[src/sgr_pkg.sv]
// constants shared by the switch global register bank
package sgr_pkg;

   // ---------------------------------------------------------------
   // bus geometry
   // ---------------------------------------------------------------
   localparam int ADDR_W = 10;
   localparam int DATA_W = 32;
   localparam int BE_W = 4;
   localparam int IDX_W = 8;
   localparam int REG_W = 8;
   localparam int NUM_IDX = 256;
   localparam int IDX_LSB = 2;

   // ---------------------------------------------------------------
   // register indices (byte address is four times the index)
   // ---------------------------------------------------------------
   localparam logic [7:0] IDX_FAMILY_CODE = 8'h00;
   localparam logic [7:0] IDX_PART_RUN = 8'h01;
   localparam logic [7:0] IDX_CTRL_A = 8'h02;
   localparam logic [7:0] IDX_CTRL_B = 8'h03;
   localparam logic [7:0] IDX_GLOBAL_LO = 8'h02;
   localparam logic [7:0] IDX_GLOBAL_HI = 8'h0f;
   localparam logic [7:0] IDX_PORT1_LO = 8'h10;
   localparam logic [7:0] IDX_PORT1_HI = 8'h1d;
   localparam logic [7:0] IDX_PORT2_LO = 8'h20;
   localparam logic [7:0] IDX_PORT2_HI = 8'h2d;
   localparam logic [7:0] IDX_PORT3_LO = 8'h30;
   localparam logic [7:0] IDX_PORT3_HI = 8'h39;
   localparam logic [7:0] IDX_IND_CTRL_LO = 8'h79;
   localparam logic [7:0] IDX_IND_CTRL_HI = 8'h7a;
   localparam logic [7:0] IDX_IND_DATA_LO = 8'h7b;
   localparam logic [7:0] IDX_IND_DATA_HI = 8'h83;
   localparam logic [7:0] IDX_LINK_STAT = 8'hbb;
   localparam logic [7:0] IDX_LINK_MASK = 8'hbc;

   // ---------------------------------------------------------------
   // field positions
   // ---------------------------------------------------------------
   localparam int PART_CODE_LSB = 4;
   localparam int REV_LSB = 1;
   localparam int RUN_BIT = 0;
   localparam int ALT_BACKOFF_BIT = 7;
   localparam int LEARNED_FLUSH_BIT = 5;
   localparam int FIXED_FLUSH_BIT = 4;
   localparam int PASS_PAUSE_BIT = 3;
   localparam int FWD_ALL_BIT = 7;
   localparam int TRAILER_TAG_BIT = 6;
   localparam int TX_PAUSE_BIT = 5;
   localparam int NUM_LINK_PORTS = 2;

   // writable bits of the first global control register
   localparam logic [7:0] CTRL_A_WMASK = 8'hbe;

   // ---------------------------------------------------------------
   // reset values
   // ---------------------------------------------------------------
   localparam logic RUN_RST = 1'b1;
   localparam logic [7:0] CTRL_A_RST = 8'h00;
   localparam logic [7:0] CTRL_B_RST = 8'h34;
   localparam logic [7:0] STORE_RST = 8'h00;
   localparam logic [7:0] ZERO_BYTE = 8'h00;

endpackage : sgr_pkg

[src/sgr_reg_if.sv]
// access strobe and data between bus front end and register core
`timescale 1ns/1ps
`default_nettype none
interface sgr_reg_if;
   logic wr_stb;
   logic [sgr_pkg::IDX_W-1:0] idx;
   logic [sgr_pkg::REG_W-1:0] wdata;
   logic [sgr_pkg::REG_W-1:0] rdata;

   modport front (output wr_stb, output idx, output wdata, input rdata);
   modport core (input wr_stb, input idx, input wdata, output rdata);
endinterface : sgr_reg_if
`default_nettype wire

[src/sgr_avl_front.sv]
// avalon-mm slave front end with one wait state
`timescale 1ns/1ps
`default_nettype none
module sgr_avl_front
   import sgr_pkg::*;
(
   input wire logic ref_clk,
   input wire logic reset_n,
   input wire logic [sgr_pkg::ADDR_W-1:0] avs_address,
   input wire logic avs_read,
   input wire logic avs_write,
   input wire logic [sgr_pkg::DATA_W-1:0] avs_writedata,
   input wire logic [sgr_pkg::BE_W-1:0] avs_byteenable,
   output logic [sgr_pkg::DATA_W-1:0] avs_readdata,
   output logic avs_waitrequest,
   sgr_reg_if.front bus
);

   // ---------------------------------------------------------------
   // handshake
   // ---------------------------------------------------------------
   logic wait_r;
   logic wait_nxt;
   logic [DATA_W-1:0] rdata_r;
   logic [DATA_W-1:0] rdata_nxt;
   wire req = avs_read | avs_write;
   wire commit = req & ~wait_r;

   // wait state in first cycle, release for exactly one cycle
   assign wait_nxt = ~(req & wait_r);
   assign rdata_nxt = (avs_read & wait_r) ?
      {{(DATA_W-REG_W){1'b0}}, bus.rdata} : rdata_r;

   // write lands at the edge where the master sees waitrequest low
   assign bus.wr_stb = commit & avs_write & avs_byteenable[0];
   assign bus.idx = avs_address[IDX_LSB +: IDX_W];
   assign bus.wdata = avs_writedata[REG_W-1:0];

   always_ff @(posedge ref_clk or negedge reset_n)
   begin
      if (!reset_n)
      begin
         wait_r <= 1'b1;
         rdata_r <= '0;
      end
      else
      begin
         wait_r <= wait_nxt;
         rdata_r <= rdata_nxt;
      end
   end

   assign avs_waitrequest = wait_r;
   assign avs_readdata = rdata_r;

endmodule : sgr_avl_front
`default_nettype wire

[src/sgr_reg_bank.sv]
// switch global register bank: identification, run control, global controls
`timescale 1ns/1ps
`default_nettype none
module sgr_reg_bank
   import sgr_pkg::*;
#(
   // arbitrary identification values
   parameter logic [7:0] FAMILY_CODE = 8'h5a,
   parameter logic [3:0] PART_CODE = 4'h6,
   parameter logic [2:0] SILICON_REVISION_CODE = 3'h1
)
(
   input wire logic ref_clk,
   input wire logic reset_n,
   input wire logic [sgr_pkg::ADDR_W-1:0] avs_address,
   input wire logic avs_read,
   input wire logic avs_write,
   input wire logic [sgr_pkg::DATA_W-1:0] avs_writedata,
   input wire logic [sgr_pkg::BE_W-1:0] avs_byteenable,
   output logic [sgr_pkg::DATA_W-1:0] avs_readdata,
   output logic avs_waitrequest,
   input wire logic sniffer_mode,
   input wire logic [sgr_pkg::NUM_LINK_PORTS-1:0] link_change_evt,
   output logic switch_run,
   output logic alt_backoff_en,
   output logic learned_table_flush,
   output logic fixed_table_flush,
   output logic pass_pause_frames,
   output logic forward_all_frames,
   output logic host_trailer_tag_en,
   output logic tx_pause_en,
   output logic [sgr_pkg::NUM_LINK_PORTS-1:0] link_change_pending
);

   // ---------------------------------------------------------------
   // elaboration checks
   // ---------------------------------------------------------------
   if (NUM_LINK_PORTS > REG_W)
   begin : gen_bad_ports
      $error("link port count exceeds register width");
   end

   if (IDX_LSB + IDX_W > ADDR_W)
   begin : gen_bad_addr
      $error("register index does not fit the bus address");
   end

   if (REG_W > DATA_W)
   begin : gen_bad_data
      $error("register width exceeds bus data width");
   end

   if (NUM_IDX != (1 << IDX_W))
   begin : gen_bad_depth
      $error("index count does not match index width");
   end

   if (DATA_W != 8 * BE_W)
   begin : gen_bad_lanes
      $error("byte enables do not cover the data word");
   end

   // ---------------------------------------------------------------
   // bus front end
   // ---------------------------------------------------------------
   sgr_reg_if rif ();

   sgr_avl_front u_front (
      .ref_clk(ref_clk),
      .reset_n(reset_n),
      .avs_address(avs_address),
      .avs_read(avs_read),
      .avs_write(avs_write),
      .avs_writedata(avs_writedata),
      .avs_byteenable(avs_byteenable),
      .avs_readdata(avs_readdata),
      .avs_waitrequest(avs_waitrequest),
      .bus(rif.front)
   );

   // ---------------------------------------------------------------
   // address decode
   // ---------------------------------------------------------------
   wire [IDX_W-1:0] idx = rif.idx;
   wire [REG_W-1:0] wdata = rif.wdata;
   wire wr = rif.wr_stb;

   wire hit_family = (idx == IDX_FAMILY_CODE);
   wire hit_part_run = (idx == IDX_PART_RUN);
   wire hit_ctrl_a = (idx == IDX_CTRL_A);
   wire hit_ctrl_b = (idx == IDX_CTRL_B);
   wire hit_link_stat = (idx == IDX_LINK_STAT);

   wire wr_part_run = wr & hit_part_run;
   wire wr_ctrl_a = wr & hit_ctrl_a;
   wire wr_ctrl_b = wr & hit_ctrl_b;
   wire wr_link_stat = wr & hit_link_stat;

   // ---------------------------------------------------------------
   // plain read/write storage of the decoded regions
   // ---------------------------------------------------------------
   logic [REG_W-1:0] store_q [NUM_IDX];

   function automatic logic in_range(input int i, input logic [7:0] lo,
                                     input logic [7:0] hi);
      in_range = (i >= int'(lo)) && (i <= int'(hi));
   endfunction : in_range

   // control a/b have their own flops; only upper global bytes here
   function automatic logic is_stored(input int i);
      is_stored = (i > int'(IDX_CTRL_B) && in_range(i, IDX_GLOBAL_LO,
                      IDX_GLOBAL_HI))
         || in_range(i, IDX_PORT1_LO, IDX_PORT1_HI)
         || in_range(i, IDX_PORT2_LO, IDX_PORT2_HI)
         || in_range(i, IDX_PORT3_LO, IDX_PORT3_HI)
         || in_range(i, IDX_IND_CTRL_LO, IDX_IND_DATA_HI)
         || (i == int'(IDX_LINK_MASK));
   endfunction : is_stored

   genvar gi;
   for (gi = 0; gi < NUM_IDX; gi++)
   begin : gen_store
      if (is_stored(gi))
      begin : gen_byte
         logic [REG_W-1:0] byte_r;
         wire wr_hit = wr & (idx == IDX_W'(gi));
         always_ff @(posedge ref_clk or negedge reset_n)
         begin
            if (!reset_n)
               byte_r <= STORE_RST;
            else if (wr_hit)
               byte_r <= wdata;
         end
         assign store_q[gi] = byte_r;
      end
      else
      begin : gen_none
         assign store_q[gi] = ZERO_BYTE;
      end
   end

   // ---------------------------------------------------------------
   // run control
   // ---------------------------------------------------------------
   logic run_r;
   wire run_nxt = wr_part_run ? wdata[RUN_BIT] : run_r;

   always_ff @(posedge ref_clk or negedge reset_n)
   begin
      if (!reset_n)
         run_r <= RUN_RST;
      else
         run_r <= run_nxt;
   end

   // ---------------------------------------------------------------
   // global control a
   // ---------------------------------------------------------------
   logic [REG_W-1:0] ctrl_a_r;
   logic [REG_W-1:0] ctrl_a_nxt;

   // read-only reserved bits 6 and 0 never store
   assign ctrl_a_nxt = wr_ctrl_a ? (wdata & CTRL_A_WMASK) : ctrl_a_r;

   always_ff @(posedge ref_clk or negedge reset_n)
   begin
      if (!reset_n)
         ctrl_a_r <= CTRL_A_RST;
      else
         ctrl_a_r <= ctrl_a_nxt;
   end

   // ---------------------------------------------------------------
   // global control b
   // ---------------------------------------------------------------
   logic [REG_W-1:0] ctrl_b_r;
   wire [REG_W-1:0] ctrl_b_nxt = wr_ctrl_b ? wdata : ctrl_b_r;

   always_ff @(posedge ref_clk or negedge reset_n)
   begin
      if (!reset_n)
         ctrl_b_r <= CTRL_B_RST;
      else
         ctrl_b_r <= ctrl_b_nxt;
   end

   // ---------------------------------------------------------------
   // link-change status, write one to clear, event wins
   // ---------------------------------------------------------------
   logic [NUM_LINK_PORTS-1:0] link_stat_r;
   wire [NUM_LINK_PORTS-1:0] link_clr =
      wr_link_stat ? wdata[NUM_LINK_PORTS-1:0] : '0;
   wire [NUM_LINK_PORTS-1:0] link_stat_nxt =
      (link_stat_r & ~link_clr) | link_change_evt;

   always_ff @(posedge ref_clk or negedge reset_n)
   begin
      if (!reset_n)
         link_stat_r <= '0;
      else
         link_stat_r <= link_stat_nxt;
   end

   wire [REG_W-1:0] link_mask = store_q[IDX_LINK_MASK];

   // ---------------------------------------------------------------
   // read data selection
   // ---------------------------------------------------------------
   wire [REG_W-1:0] part_run_rd = {PART_CODE, SILICON_REVISION_CODE,
                                   run_r};
   wire [REG_W-1:0] link_stat_rd = {{(REG_W-NUM_LINK_PORTS){1'b0}},
                                    link_stat_r};

   assign rif.rdata =
      hit_family ? FAMILY_CODE :
      hit_part_run ? part_run_rd :
      hit_ctrl_a ? ctrl_a_r :
      hit_ctrl_b ? ctrl_b_r :
      hit_link_stat ? link_stat_rd :
      store_q[idx];

   // ---------------------------------------------------------------
   // control outputs to the switch datapath
   // ---------------------------------------------------------------
   logic run_o_r;
   logic alt_backoff_r;
   logic learned_flush_r;
   logic fixed_flush_r;
   logic pass_pause_r;
   logic fwd_all_r;
   logic trailer_tag_r;
   logic tx_pause_r;
   logic [NUM_LINK_PORTS-1:0] pending_r;

   wire fwd_all_nxt = ctrl_b_nxt[FWD_ALL_BIT] & sniffer_mode;
   wire [NUM_LINK_PORTS-1:0] pending_nxt =
      link_stat_nxt & link_mask[NUM_LINK_PORTS-1:0];

   always_ff @(posedge ref_clk or negedge reset_n)
   begin
      if (!reset_n)
         run_o_r <= RUN_RST;
      else
         run_o_r <= run_nxt;
   end

   always_ff @(posedge ref_clk or negedge reset_n)
   begin
      if (!reset_n)
         alt_backoff_r <= CTRL_A_RST[ALT_BACKOFF_BIT];
      else
         alt_backoff_r <= ctrl_a_nxt[ALT_BACKOFF_BIT];
   end

   always_ff @(posedge ref_clk or negedge reset_n)
   begin
      if (!reset_n)
         learned_flush_r <= CTRL_A_RST[LEARNED_FLUSH_BIT];
      else
         learned_flush_r <= ctrl_a_nxt[LEARNED_FLUSH_BIT];
   end

   always_ff @(posedge ref_clk or negedge reset_n)
   begin
      if (!reset_n)
         fixed_flush_r <= CTRL_A_RST[FIXED_FLUSH_BIT];
      else
         fixed_flush_r <= ctrl_a_nxt[FIXED_FLUSH_BIT];
   end

   always_ff @(posedge ref_clk or negedge reset_n)
   begin
      if (!reset_n)
         pass_pause_r <= CTRL_A_RST[PASS_PAUSE_BIT];
      else
         pass_pause_r <= ctrl_a_nxt[PASS_PAUSE_BIT];
   end

   // ---------------------------------------------------------------
   // second control outputs
   // ---------------------------------------------------------------
   always_ff @(posedge ref_clk or negedge reset_n)
   begin
      if (!reset_n)
         fwd_all_r <= CTRL_B_RST[FWD_ALL_BIT];
      else
         fwd_all_r <= fwd_all_nxt;
   end

   always_ff @(posedge ref_clk or negedge reset_n)
   begin
      if (!reset_n)
         trailer_tag_r <= CTRL_B_RST[TRAILER_TAG_BIT];
      else
         trailer_tag_r <= ctrl_b_nxt[TRAILER_TAG_BIT];
   end

   always_ff @(posedge ref_clk or negedge reset_n)
   begin
      if (!reset_n)
         tx_pause_r <= CTRL_B_RST[TX_PAUSE_BIT];
      else
         tx_pause_r <= ctrl_b_nxt[TX_PAUSE_BIT];
   end

   // ---------------------------------------------------------------
   // link-change output
   // ---------------------------------------------------------------
   always_ff @(posedge ref_clk or negedge reset_n)
   begin
      if (!reset_n)
         pending_r <= '0;
      else
         pending_r <= pending_nxt;
   end

   assign switch_run = run_o_r;
   assign alt_backoff_en = alt_backoff_r;
   assign learned_table_flush = learned_flush_r;
   assign fixed_table_flush = fixed_flush_r;
   assign pass_pause_frames = pass_pause_r;
   assign forward_all_frames = fwd_all_r;
   assign host_trailer_tag_en = trailer_tag_r;
   assign tx_pause_en = tx_pause_r;
   assign link_change_pending = pending_r;

endmodule : sgr_reg_bank
`default_nettype wire

[config.mk]
export PLATFORM = sky130hd
export DESIGN_NAME = sgr_reg_bank
export DESIGN_NICKNAME = d
export VERILOG_FILES = /design/src/sgr_pkg.sv /design/src/sgr_reg_if.sv /design/src/sgr_avl_front.sv /design/src/sgr_reg_bank.sv
export SDC_FILE = /design/constraint.sdc
export NUM_CORES = 1
export LEC_CHECK = 0
export BUFFER_PORTS_ARGS = -buffer_cell sky130_fd_sc_hd__buf_4
export CAP_MARGIN = 10
export CORE_ASPECT_RATIO = 1.2
export CORE_MARGIN = 1.5
export CORE_UTILIZATION = 35
export CTS_BUF_LIST = sky130_fd_sc_hd__clkbuf_16
export DETAILED_ROUTE_END_ITERATION = 7
export PLACE_DENSITY_LB_ADDON = 0.12
export SLEW_MARGIN = 0
export SYNTH_ARGS = -nofsm -noshare
export SYNTH_HDL_FRONTEND = slang
export SYNTH_SLANG_ARGS = --single-unit
export TNS_END_PERCENT = 20
[constraint.sdc]
create_clock -name ref_clk -period 2.5 [get_ports ref_clk]
set_input_delay 0.125 -clock ref_clk [delete_from_list [all_inputs] [get_ports ref_clk]]
set_output_delay 0.125 -clock ref_clk [all_outputs]
set_load 0.005 [all_outputs]
==> impl_metrics.ini <==
[critical_path]
cp_data_required_time_ns = 3.01
timing.critical_path.from_type = register
worst_ep_arrival_time_ns = 2.83
rrSetupSlack_ns = 0.18
r2r-start = u_front.avs_waitrequest
critical_path.max_fanout = 8
element_type_at_the_critical_path_end = register
cp-startpoint = u_front.avs_waitrequest
critical_path.endpoint = gen_store[122].gen_byte.byte_r[6]
r2r-end = gen_store[122].gen_byte.byte_r[6]
reg2reg_depth = 6
critPathKind = reg -> reg

[die]
die_outline_width_um = 246
dieArea_um2 = 72600
dieHeight_um = 295
coreArea_um2 = 69900
placement_rows = 106
start_util_pct = 35.5
io-pin-count = 96

[place]
place_area_um2 = 27300
dp.cells = 2776
gp_congestion = 0.979
buffer_ports.inserted = 42
place.detailed.hpwl_mm = 53.2

[pwr]
seqPwrFrac_pct = 47.6
p_sw_share_pct = 24.6
p_leak_nw = 14.2
power.ir.vdd_worst_uv = 453
p_clk_share_pct = 44.7
pwr-share-comb_pct = 7.7
intPower_w = 0.0138
totalPowerFinal_w = 0.0183
net-switching-power_w = 0.00451
power.density_cell_area_nw_per_um2 = 629

[detailed_routing]
avgRoutedWirePerCell_um = 26.6
detail_route.vias_per_cell = 5.47
drc = 0
first_iter_violations = 1094
first_pass_iters = 5
drtAntennaViolNets = 0
wl_mm = 76.9
vias = 15812

[logic_synthesis]
synthesis.instances = 1746
ys_ff_latch = 525
synth.avg_cell_area_um2 = 14.2
synth_sequential_area_ratio_pct = 52.9
ys.warnings.count = 0
syn-cell-area_um2 = 24800
fraction_of_synthesis_flops_using_an_asynchronous_set_or_reset_pin_pct = 100
synth.lib_cells_used.distinct = 78
edff_count_synth = 0
synth-main-ff-cell = sky130_fd_sc_hd__dfrtp_1

[run]
drv.max_cap_violation_count = 0

[sta]
timing.final.max_slew_violations = 0
fmax_mhz = 431
timing.hold.ws_ns = 0.0505
slew_margin_rel_pct = 36.9
worstMarginPinSlew_ns = 0.946
post-route-min-period_ns = 2.32
rsz0062_at_grt = no
finalHoldViolCount = 0
setup_viol = 0
fin_skew_ns = 0.0393
final_min_period_over_clock_period_pct = 92.8

[cts]
insertion_delay_ns = 0.63
clk_transition_reported_paths_ns = 0.06
clock_tree.htree_level_count = 2
cts_made_buffers = 56
tritoncts = done
number_of_buffers_between_clock_root_and_the_deepest_sink = 3
clock_sink_count = 525
clock_tree.root_cell = sky130_fd_sc_hd__clkbuf_16
buffers_inserted_by_post_cts_timing_repair = 0

[grt]
globalRouteOverflowTotal = 0
grt_use_total_pct = 21.6
grt_pass1_wl_mm = 115
number_of_antenna_violations_at_the_first_check_in_global_routing = 0
grt_start_max_net_pins = 80
grt_pass1_vias = 16521

[finish]
layout.cells.most_common_list = 523 x sky130_fd_sc_hd__mux2_2, 520 x sky130_fd_sc_hd__dfrtp_1, 213 x sky130_fd_sc_hd__buf_4, 73 x sky130_fd_sc_hd__mux4_2, 68 x sky130_fd_sc_hd__mux2i_1
finish.cell_count_without_fillers = 2890
final_layout_size_suffix_gt1_share_pct = 48.8
stdcell_area_um2 = 29200
num-nets-final = 1979
most_common_cell_after_layout_fill_and_taps_aside = sky130_fd_sc_hd__mux2_2
areaGrowthSynthToFinish_pct = 17.5
antenna_cells = 0
final_core_util_pct = 41.8

[run_status]
result_of_the_run = finished clean

[hold_path]
hp-class = in -> reg
synth_stat cells, types with 3 or more instances:
master	instances	area, µm²
sky130_fd_sc_hd__and2_1	7	43.8
sky130_fd_sc_hd__dfrtp_1	520	13000
sky130_fd_sc_hd__buf_6	14	158
sky130_fd_sc_hd__mux2_2	523	5890
sky130_fd_sc_hd__o22ai_1	6	37.5
sky130_fd_sc_hd__nor2b_1	8	50.1
sky130_fd_sc_hd__a21oi_1	26	130
sky130_fd_sc_hd__nor2_4	5	56.3
sky130_fd_sc_hd__clkbuf_1	66	248
sky130_fd_sc_hd__a22o_1	3	26.3
sky130_fd_sc_hd__or3b_2	3	26.3
sky130_fd_sc_hd__o31ai_1	4	30.0
sky130_fd_sc_hd__nand2_1	65	244
sky130_fd_sc_hd__a211o_1	3	26.3
sky130_fd_sc_hd__nor2_1	38	143
sky130_fd_sc_hd__o211ai_1	4	30.0
sky130_fd_sc_hd__nand4_1	3	18.8
sky130_fd_sc_hd__nor2_2	12	75.1
sky130_fd_sc_hd__buf_1	6	22.5
sky130_fd_sc_hd__mux4_1	5	131
sky130_fd_sc_hd__mux4_2	73	1640
sky130_fd_sc_hd__a32oi_1	3	26.3
sky130_fd_sc_hd__nor3_4	3	48.8
sky130_fd_sc_hd__a221oi_1	16	140
sky130_fd_sc_hd__mux2i_1	68	681
sky130_fd_sc_hd__nor3_2	8	80.1
sky130_fd_sc_hd__dfstp_2	5	131
sky130_fd_sc_hd__nand2_2	4	25.0
sky130_fd_sc_hd__and3_1	4	25.0
sky130_fd_sc_hd__buf_2	18	90.1
sky130_fd_sc_hd__o21ai_1	5	25.0
sky130_fd_sc_hd__nand3_2	3	30.0
sky130_fd_sc_hd__nand3_1	33	165
sky130_fd_sc_hd__a31oi_1	10	62.6
sky130_fd_sc_hd__nand2b_1	5	31.3
sky130_fd_sc_hd__nor3_1	19	95.1
sky130_fd_sc_hd__o21ai_0	21	105
sky130_fd_sc_hd__mux2_1	5	56.3
sky130_fd_sc_hd__nor4_1	7	43.8
sky130_fd_sc_hd__a211oi_1	4	30.0
sky130_fd_sc_hd__buf_4	42	315
sky130_fd_sc_hd__a22oi_1	22	165
final cells by class:
cell class / count / area, µm²
fillers: 6480 / 40700
flip-flops and latches: 525 / 13100
multi-input cells: 1091 / 10900
repair buffers: 247 / 2160
clock buffers: 58 / 1450
well taps: 918 / 1150
clock inverters: 46 / 334
inverters: 5 / 18.8
metal layers:
layer	global-route usage, %	vias up	part of all wire (%)
li1	-	6815	-
met1	29.4	8494	44
met2	35.2	386	48
met3	3.12	117	4.2
met4	7.03	0	3.2
met5	0	-	0
critical path, stage by stage (launching register included):
cell,delay [ns]
sky130_fd_sc_hd__dfstp_2,0.37
sky130_fd_sc_hd__or2_0,0.27
sky130_fd_sc_hd__buf_4,0.23
sky130_fd_sc_hd__nor3_2,0.37
sky130_fd_sc_hd__buf_4,0.20
sky130_fd_sc_hd__and2_1,0.37
sky130_fd_sc_hd__mux2_2,0.38
flip-flops by register name (all words and copies together) (netlist names):
name	count
forward_all_frames	1
ctrl_a_r	6
u_front.avs_readdata	8
ctrl_b_r	8
gen_store.gen_byte.byte_r	496
link_change_pending	2
link_stat_r	2
run_r	1
u_front.avs_waitrequest	1
metrics by stage:
| step | worst slack (ns) | TNS, ns |
|---|---|---|
| after floorplan | 0.642 | 0 |
| after global placement | -0.0597 | -0.471 |
| after detailed placement | -0.0392 | -0.284 |
| after CTS | 0.0331 | 0 |
| after global routing | 0.0462 | 0 |
| final | 0.181 | 0 |
worst min path at each step:
stage,start,to,slack (ns),cells past startpoint
6_report,avs_writedata[0],link_stat_r[0],0.05,3
2_1_floorplan,reset_n,ctrl_a_r[1],-0.17,0
3_5_place_dp,reset_n,gen_store[19].gen_byte.byte_r[0],0.15,1
5_1_grt,avs_writedata[0],link_stat_r[0],0.05,3
4_1_cts,avs_writedata[0],link_stat_r[0],0.02,3
3_3_place_gp,reset_n,gen_store[19].gen_byte.byte_r[0],0.14,1
kinds of logic (layout without fill, tap and decap cells):
group / count (synthesis) / in the layout / share of synthesized area, %
other: 1 / 24 / 0.0151
flip-flops: 525 / 525 / 52.9
AO/OA/AOI/OAI: 150 / 150 / 4.23
multiplexers: 674 / 674 / 33.8
buffers and inverters: 153 / 356 / 3.55
AND/OR/NAND/NOR: 243 / 243 / 5.49
power groups by stage:
stage                     registers [W]  logic (W)  clock network (W)
after floorplan                 0.00884   0.000705                  0
after global placement          0.00887    0.00140                  0
after detailed placement        0.00888    0.00142                  0
after CTS                       0.00872    0.00143            0.00844
after global routing            0.00874    0.00152            0.00876
final                           0.00873    0.00141            0.00821
repair_timing:
action,4_1_cts,5_1_grt
hold buffers,10,0
endpoints found under the setup margin,8,16
gates resized for setup,1,2
endpoints found under the hold margin,269,0
(Power assumes the default switching activity.)
